==> src/logic/rivm_pkg.sv <==
// Package: vector addresses, sources and timing for the vector map
package rivm_pkg;
	localparam int ADDR_W     = 16;
	localparam int SRC_N      = 24;
	localparam int SRC_W      = 5;
	localparam int CHANGE_WIN = 4;
	localparam logic [ADDR_W-1:0] RESET_VEC     = 16'h0000;
	localparam logic [ADDR_W-1:0] TABLE_OFFSET  = 16'h0002;
	localparam logic [ADDR_W-1:0] BOOT_RESET_DF = 16'h3800;
	localparam logic              FUSE_PROGRAMMED = 1'b0;
	localparam logic              VSEL_RESET    = 1'b0;
	// Source indices, in priority order (lowest index wins)
	localparam int SRC_EXT0    = 0;
	localparam int SRC_PCG0    = 1;
	localparam int SRC_PCG1    = 2;
	localparam int SRC_T2_CMP  = 3;
	localparam int SRC_T2_OVF  = 4;
	localparam int SRC_T1_CAP  = 5;
	localparam int SRC_T1_CMPA = 6;
	localparam int SRC_T1_CMPB = 7;
	localparam int SRC_T1_OVF  = 8;
	localparam int SRC_T0_CMP  = 9;
	localparam int SRC_T0_OVF  = 10;
	localparam int SRC_SPI     = 11;
	localparam int SRC_RXC     = 12;
	localparam int SRC_TXE     = 13;
	localparam int SRC_TXC     = 14;
	localparam int SRC_USI_ST  = 15;
	localparam int SRC_USI_OV  = 16;
	localparam int SRC_ACOMP   = 17;
	localparam int SRC_ADC     = 18;
	localparam int SRC_EE      = 19;
	localparam int SRC_SPM     = 20;
	localparam int SRC_LCD     = 21;
	localparam int SRC_PCG2    = 22;
	localparam int SRC_PCG3    = 23;
	typedef logic [ADDR_W-1:0] rivm_addr_t;
	typedef logic [SRC_N-1:0]  rivm_src_t;
	typedef enum logic [1:0] {
		RIVM_IDLE,
		RIVM_ARMED
	} rivm_chg_e;
endpackage

==> src/logic/rivm_sel_if.sv <==
// Interface: pending requests in, winning source out
interface rivm_sel_if;
	import rivm_pkg::*;
	rivm_src_t           pending;
	logic                any;
	logic [SRC_W-1:0]    index;
	modport encoder (input pending, output any, output index);
	modport user    (output pending, input any, input index);
endinterface

==> src/logic/rivm_prio_enc.sv <==
// Priority encoder: lowest pending source index wins
module rivm_prio_enc (
	rivm_sel_if.encoder sel
);
	import rivm_pkg::*;
	logic [SRC_W-1:0] found;
	always_comb begin
		found = '0;
		for (int i = SRC_N - 1; i >= 0; i--) begin
			if (sel.pending[i]) begin
				found = SRC_W'(i);
			end
		end
	end
	assign sel.index = found;
	assign sel.any   = |sel.pending;
endmodule

==> src/logic/rivm_top.sv <==
// Reset and interrupt vector map with boot relocation
module rivm_top #(
	parameter logic LARGE_PKG = 1'b1
) (
	input  wire logic             core_clk,
	input  wire logic             rst_n,
	input  wire logic             boot_reset_fuse,
	input  wire rivm_pkg::rivm_addr_t boot_start,
	input  wire rivm_pkg::rivm_src_t  irq_req,
	input  wire logic             vec_ack,
	input  wire logic             ctrl_wr,
	input  wire logic             wr_vector_table_select,
	input  wire logic             wr_vector_change_enable,
	output logic                  vector_table_select,
	output logic                  vector_change_enable,
	output rivm_pkg::rivm_addr_t  reset_addr,
	output rivm_pkg::rivm_addr_t  vec_addr,
	output logic                  vec_valid,
	output logic [rivm_pkg::SRC_W-1:0] vec_src
);
	import rivm_pkg::*;

	////////////////////////////////////////////////////////////////////////
	// Vector table
	rivm_addr_t vec_tab [SRC_N];
	rivm_src_t  src_present;
	genvar g;
	generate
		for (g = 0; g < SRC_N; g++) begin : g_tab
			assign vec_tab[g] = ADDR_W'(TABLE_OFFSET * (g + 1));
			if (g == SRC_PCG2 || g == SRC_PCG3) begin : g_large
				assign src_present[g] = LARGE_PKG;
			end else begin : g_std
				assign src_present[g] = 1'b1;
			end
		end
	endgenerate
	// Table entries at index*2+2: 0x0008/0x000A
	// 0x000C..0x0012 for timer 1
	// 0x0012 overflow
	// 0x0014/0x0016
	// 0x0018
	// 0x001C
	// 0x001A, 0x001E, 0x0020, 0x0022
	// 0x0024
	// 0x0026
	// 0x002A

	////////////////////////////////////////////////////////////////////////
	// Source selection
	rivm_sel_if sel ();
	assign sel.pending = irq_req & src_present;
	rivm_prio_enc u_enc (
		.sel (sel)
	);

	////////////////////////////////////////////////////////////////////////
	// Base selection
	wire logic       fuse_boot   = (boot_reset_fuse == FUSE_PROGRAMMED);
	wire rivm_addr_t next_reset  = fuse_boot ? boot_start : RESET_VEC;
	wire rivm_addr_t table_base  = vector_table_select ? boot_start : RESET_VEC;
	wire rivm_addr_t next_vec    = ADDR_W'(table_base + vec_tab[sel.index]);

	////////////////////////////////////////////////////////////////////////
	// Timed change of vector-select
	rivm_chg_e         chg_state;
	logic [2:0]        chg_cnt;
	wire logic         arm_write  = ctrl_wr & wr_vector_change_enable;
	wire logic         commit     = ctrl_wr & ~wr_vector_change_enable
	                               & (chg_state == RIVM_ARMED);
	wire logic         expire     = (chg_state == RIVM_ARMED)
	                               && (chg_cnt == 3'(CHANGE_WIN - 1));

	always_ff @(posedge core_clk or negedge rst_n) begin
		if (!rst_n) begin
			chg_state <= RIVM_IDLE;
			chg_cnt   <= '0;
		end else begin
			case (chg_state)
				RIVM_IDLE: begin
					chg_cnt <= '0;
					if (arm_write) begin
						chg_state <= RIVM_ARMED;
					end
				end
				RIVM_ARMED: begin
					chg_cnt <= chg_cnt + 3'd1;
					if (commit) begin
						chg_state <= RIVM_IDLE;
					end else if (arm_write) begin
						chg_cnt <= '0;
					end else if (expire) begin
						chg_state <= RIVM_IDLE;
					end
				end
				default: chg_state <= RIVM_IDLE;
			endcase
		end
	end

	always_ff @(posedge core_clk or negedge rst_n) begin
		if (!rst_n) begin
			vector_table_select  <= VSEL_RESET;
			vector_change_enable <= 1'b0;
		end else begin
			if (commit) begin
				vector_table_select <= wr_vector_table_select;
			end
			vector_change_enable <= arm_write
			                        | (vector_change_enable & ~commit & ~expire);
		end
	end

	////////////////////////////////////////////////////////////////////////
	// Outputs toward the core
	always_ff @(posedge core_clk or negedge rst_n) begin
		if (!rst_n) begin
			reset_addr <= RESET_VEC;
			vec_addr   <= RESET_VEC;
			vec_valid  <= 1'b0;
			vec_src    <= '0;
		end else begin
			reset_addr <= next_reset;
			vec_addr   <= next_vec;
			vec_valid  <= sel.any & ~vec_ack;
			vec_src    <= sel.index;
		end
	end
endmodule

==> config.mk <==
export PLATFORM = sky130hd
export DESIGN_NAME = rivm_top
export DESIGN_NICKNAME = d
export VERILOG_FILES = /design/src/logic/rivm_pkg.sv /design/src/logic/rivm_sel_if.sv /design/src/logic/rivm_prio_enc.sv /design/src/logic/rivm_top.sv
export SDC_FILE = /design/constraint.sdc
export NUM_CORES = 1
export LEC_CHECK = 0
export BUFFER_PORTS_ARGS = -buffer_cell sky130_fd_sc_hd__buf_2
export CAP_MARGIN = 20
export CORE_MARGIN = 10
export CORE_UTILIZATION = 30
export DETAILED_ROUTE_END_ITERATION = 10
export MAX_ROUTING_LAYER = met4
export PLACE_DENSITY = 0.53
export SYNTH_ARGS = -nofsm -noshare
export SYNTH_HDL_FRONTEND = slang
export SYNTH_SLANG_ARGS = --single-unit
==> constraint.sdc <==
create_clock -name core_clk -period 1.95 [get_ports core_clk]
set_input_delay 0.2925 -clock core_clk [delete_from_list [all_inputs] [get_ports core_clk]]
set_output_delay 0.2925 -clock core_clk [all_outputs]
set_load 0.02 [all_outputs]
==> impl_metrics.csv <==
group,metric,value,unit
run_status,violations,"negative setup slack",
final_layout,utilization,46.9,%
placement,hpwl,4960,um
cts,cts-root-buf,"clkbuf_8",
die,initial_core_util,30.4,%
power_and_ir_drop,ir_worst_vdd,321,uV
placement,dp_slack,-1390,ps
sta,fin_crit,2830,ps
yosys,avgSynthCellArea,10.5,um2
grt,grt_pass1_vias,2107,
final_layout,diodes,0,
yosys,synth_top_flop_cell,"dfrtp_1",
power_and_ir_drop,fin_total_pwr,2.28,mW
sta,max_freq,353,MHz
worst_setup_path,cp.arrival,3000,ps
run_status,outcome,"complete, but fails checks",
die,io_pins,87,
cts,clk_pin_slew,70,ps
die,die_h,105,um
worst_hold_path,holdCritPathClass,"primary input to asynchronous set/reset pin",
cts,clock-sinks,44,
yosys,synth_area,2180,um2
routing,wl_per_cell,13.9,um
yosys,synthCells,207,
routing,num_vias,1954,
routing,drt-total-wl,6210,um
yosys,synth_edf_count,0,
grt,grt_remaining_overflow,0,
final_layout,instances_no_fill,446,
cts,clk-insertion-delay-late,280,ps
power_and_ir_drop,p_leak,1.67,nW
grt,grt_antenna_before_repair,0,
sta,fin_ws,-881,ps
grt,grt_max_degree,45,
final_layout,final_common_cell,"buf_2",
grt,grt_pass1_wl,10500,um
job,drv_cap,0,
die,core.rowCount,31,
routing,detail-route-antenna-nets,0,
die,core,7180,um2
die,die_area,11100,um2
routing,viasPerCell,4.38,
power_and_ir_drop,internal-power,1.56,mW
power_and_ir_drop,power_density,678,nW/um2
placement,gp_congestion,0.794,
sta,timing.slew.headroom,62.5,%
power_and_ir_drop,pwr-share-seq,45.7,%
final_layout,fin_nets,404,
cts,h-tree-depth,2,
grt,track_usage,11.7,%
yosys,async_reset_ff_share,100,%
final_layout,layout-drive-gt1-share,51.3,%
placement,dp.cells,434,
worst_setup_path,required,2120,ps
power_and_ir_drop,pwr-share-comb,31.1,%
sta,rsz0062_at_grt,"true",
worst_setup_path,worst-path-max-fanout,6,
sta,slew_viol_final,0,
yosys,ys_seq_area_share,50.5,%
yosys,yosys_warnings,0,
power_and_ir_drop,sw_frac_of_total,31.5,%
yosys,syn_nets,264,
worst_setup_path,critPathKind,"primary input to register",
cts,cts_buffer_depth,2,
worst_setup_path,start_kind,"primary input",
yosys,ys_ff_latch,44,
cts,cts_tree,"built",
routing,drcViolationCount,0,
power_and_ir_drop,p_switching,0.718,mW
yosys,synth_cell_types,43,
sta,hold_viol_final,0,
worst_setup_path,end_kind,"register",
sta,period_share,145,%
final_layout,layout_common_cells,"buf_2 (83), buf_4 (50), dfrtp_1 (44)",
sta,setup_viol,14,
sta,finClkSkew,3.30,ps
placement,portBuffers,86,
final_layout,syn_to_final_growth,54.5,%
die,chipWidth,105,um
power_and_ir_drop,p_clk_share,23.2,%
routing,drt_pass1_iterations,4,
routing,drt_iter0_markers,71,
cts,cts_made_buffers,5,
sta,worst-slew-pin-transition,562,ps
==> synth_stat cells, types with 3 or more instances <==
cell type,n,area share (%)
or4_1,4,1.4
nand3_1,3,0.69
nor4_1,3,0.86
nor2_1,13,2.2
clkbuf_1,3,0.52
o2111ai_1,4,1.6
nor3_1,6,1.4
o21ai_0,12,2.8
and3_1,4,1.1
and2_1,12,3.4
dfrtp_1,44,51
nor2b_1,17,4.9
inv_1,13,2.2
a21oi_1,9,2.1
xnor2_1,7,2.8
ha_1,9,5.2
nand2_1,11,1.9
==> layout make-up <==
class | count | area, um2
clock buffers | 6 | 72.6
clock inverters | 1 | 5.00
fillers | 691 | 3810
inverters | 13 | 56.3
multi-input cells | 146 | 1170
flip-flops and latches | 44 | 1100
well taps | 99 | 124
repair buffers | 137 | 840
==> critical path, stage by stage <==
cell	delay [ps]
buf_8	90
inv_8	30
a2111oi_4	350
o31ai_2	150
a2111oi_4	360
o22ai_2	170
ha_2	230
buf_6	110
a21o_1	150
o21ai_2	80
ha_4	170
o21a_1	120
o31a_1	290
o2111ai_2	140
xnor2_1	140
and2_1	130
==> final timing paths <==
kind,start,to,slack [ps],depth (start not counted)
min in group core_clk,vec_ack,vec_valid,160,2
hold / removal,rst_n,reset_addr[10],80,2
setup reg to reg,vector_table_select,vec_addr[13],-170,9
max in group asynchronous,rst_n,vec_src[2],1490,2
setup / recovery,irq_req[18],vec_addr[13],-880,16
hold reg to reg,chg_cnt[0],chg_cnt[0],430,1
==> power by group through the flow <==
stage	combinational, mW	clock [mW]	sequential (mW)
after floorplan	0.195	0	1.18
after global placement	0.648	0	1.06
after detailed placement	0.651	0	1.06
after CTS	0.705	0.557	1.04
after global routing	0.784	0.594	1.05
final	0.710	0.531	1.04
==> registers in the layout, summed over array words and instances, names as in the netlist <==
name	cells
reset_addr	16
vec_valid	1
chg_cnt	3
vec_src	5
chg_state	1
vec_addr	16
vector_table_select	1
vector_change_enable	1
==> per-stage QoR <==
stage / hold slack [ps] / instance area [um2] / TNS [ps]
finish: 81.9 / 3370 / -9690
global route: 133 / 3370 / -11770
CTS: 100 / 3310 / -12280
detailed placement: 413 / 3110 / -16500
global placement: 405 / 3110 / -15440
floorplan: -3.09 / 2220 / -9510
==> per-layer routing <==
layer	wire (um)	share of wire, %	vias up	global-route usage (%)
li1	-	-	1001	-
met1	2760	45	910	14.2
met2	3140	51	39	19.5
met3	236	3.8	4	2.38
met4	70	1.1	0	2.55
met5	0	0	-	-
==> repair_timing <==
action	4_1_cts	5_1_grt
setup endpoints to repair	14	14
buffers inserted	6	2
resized for setup	23	11
hold buffers	0	0
pin swaps	19	15
==> kinds of logic after synthesis <==
kind of cell,count (synthesis),synth area share (%)
simple gates,80,21.1
compound gates,45,14.8
flops,44,50.5
buf+inv,17,2.98
fa+ha+maj,10,6.09
xor+xnor,9,3.62
mux,2,0.976
(Power assumes the default switching activity.)
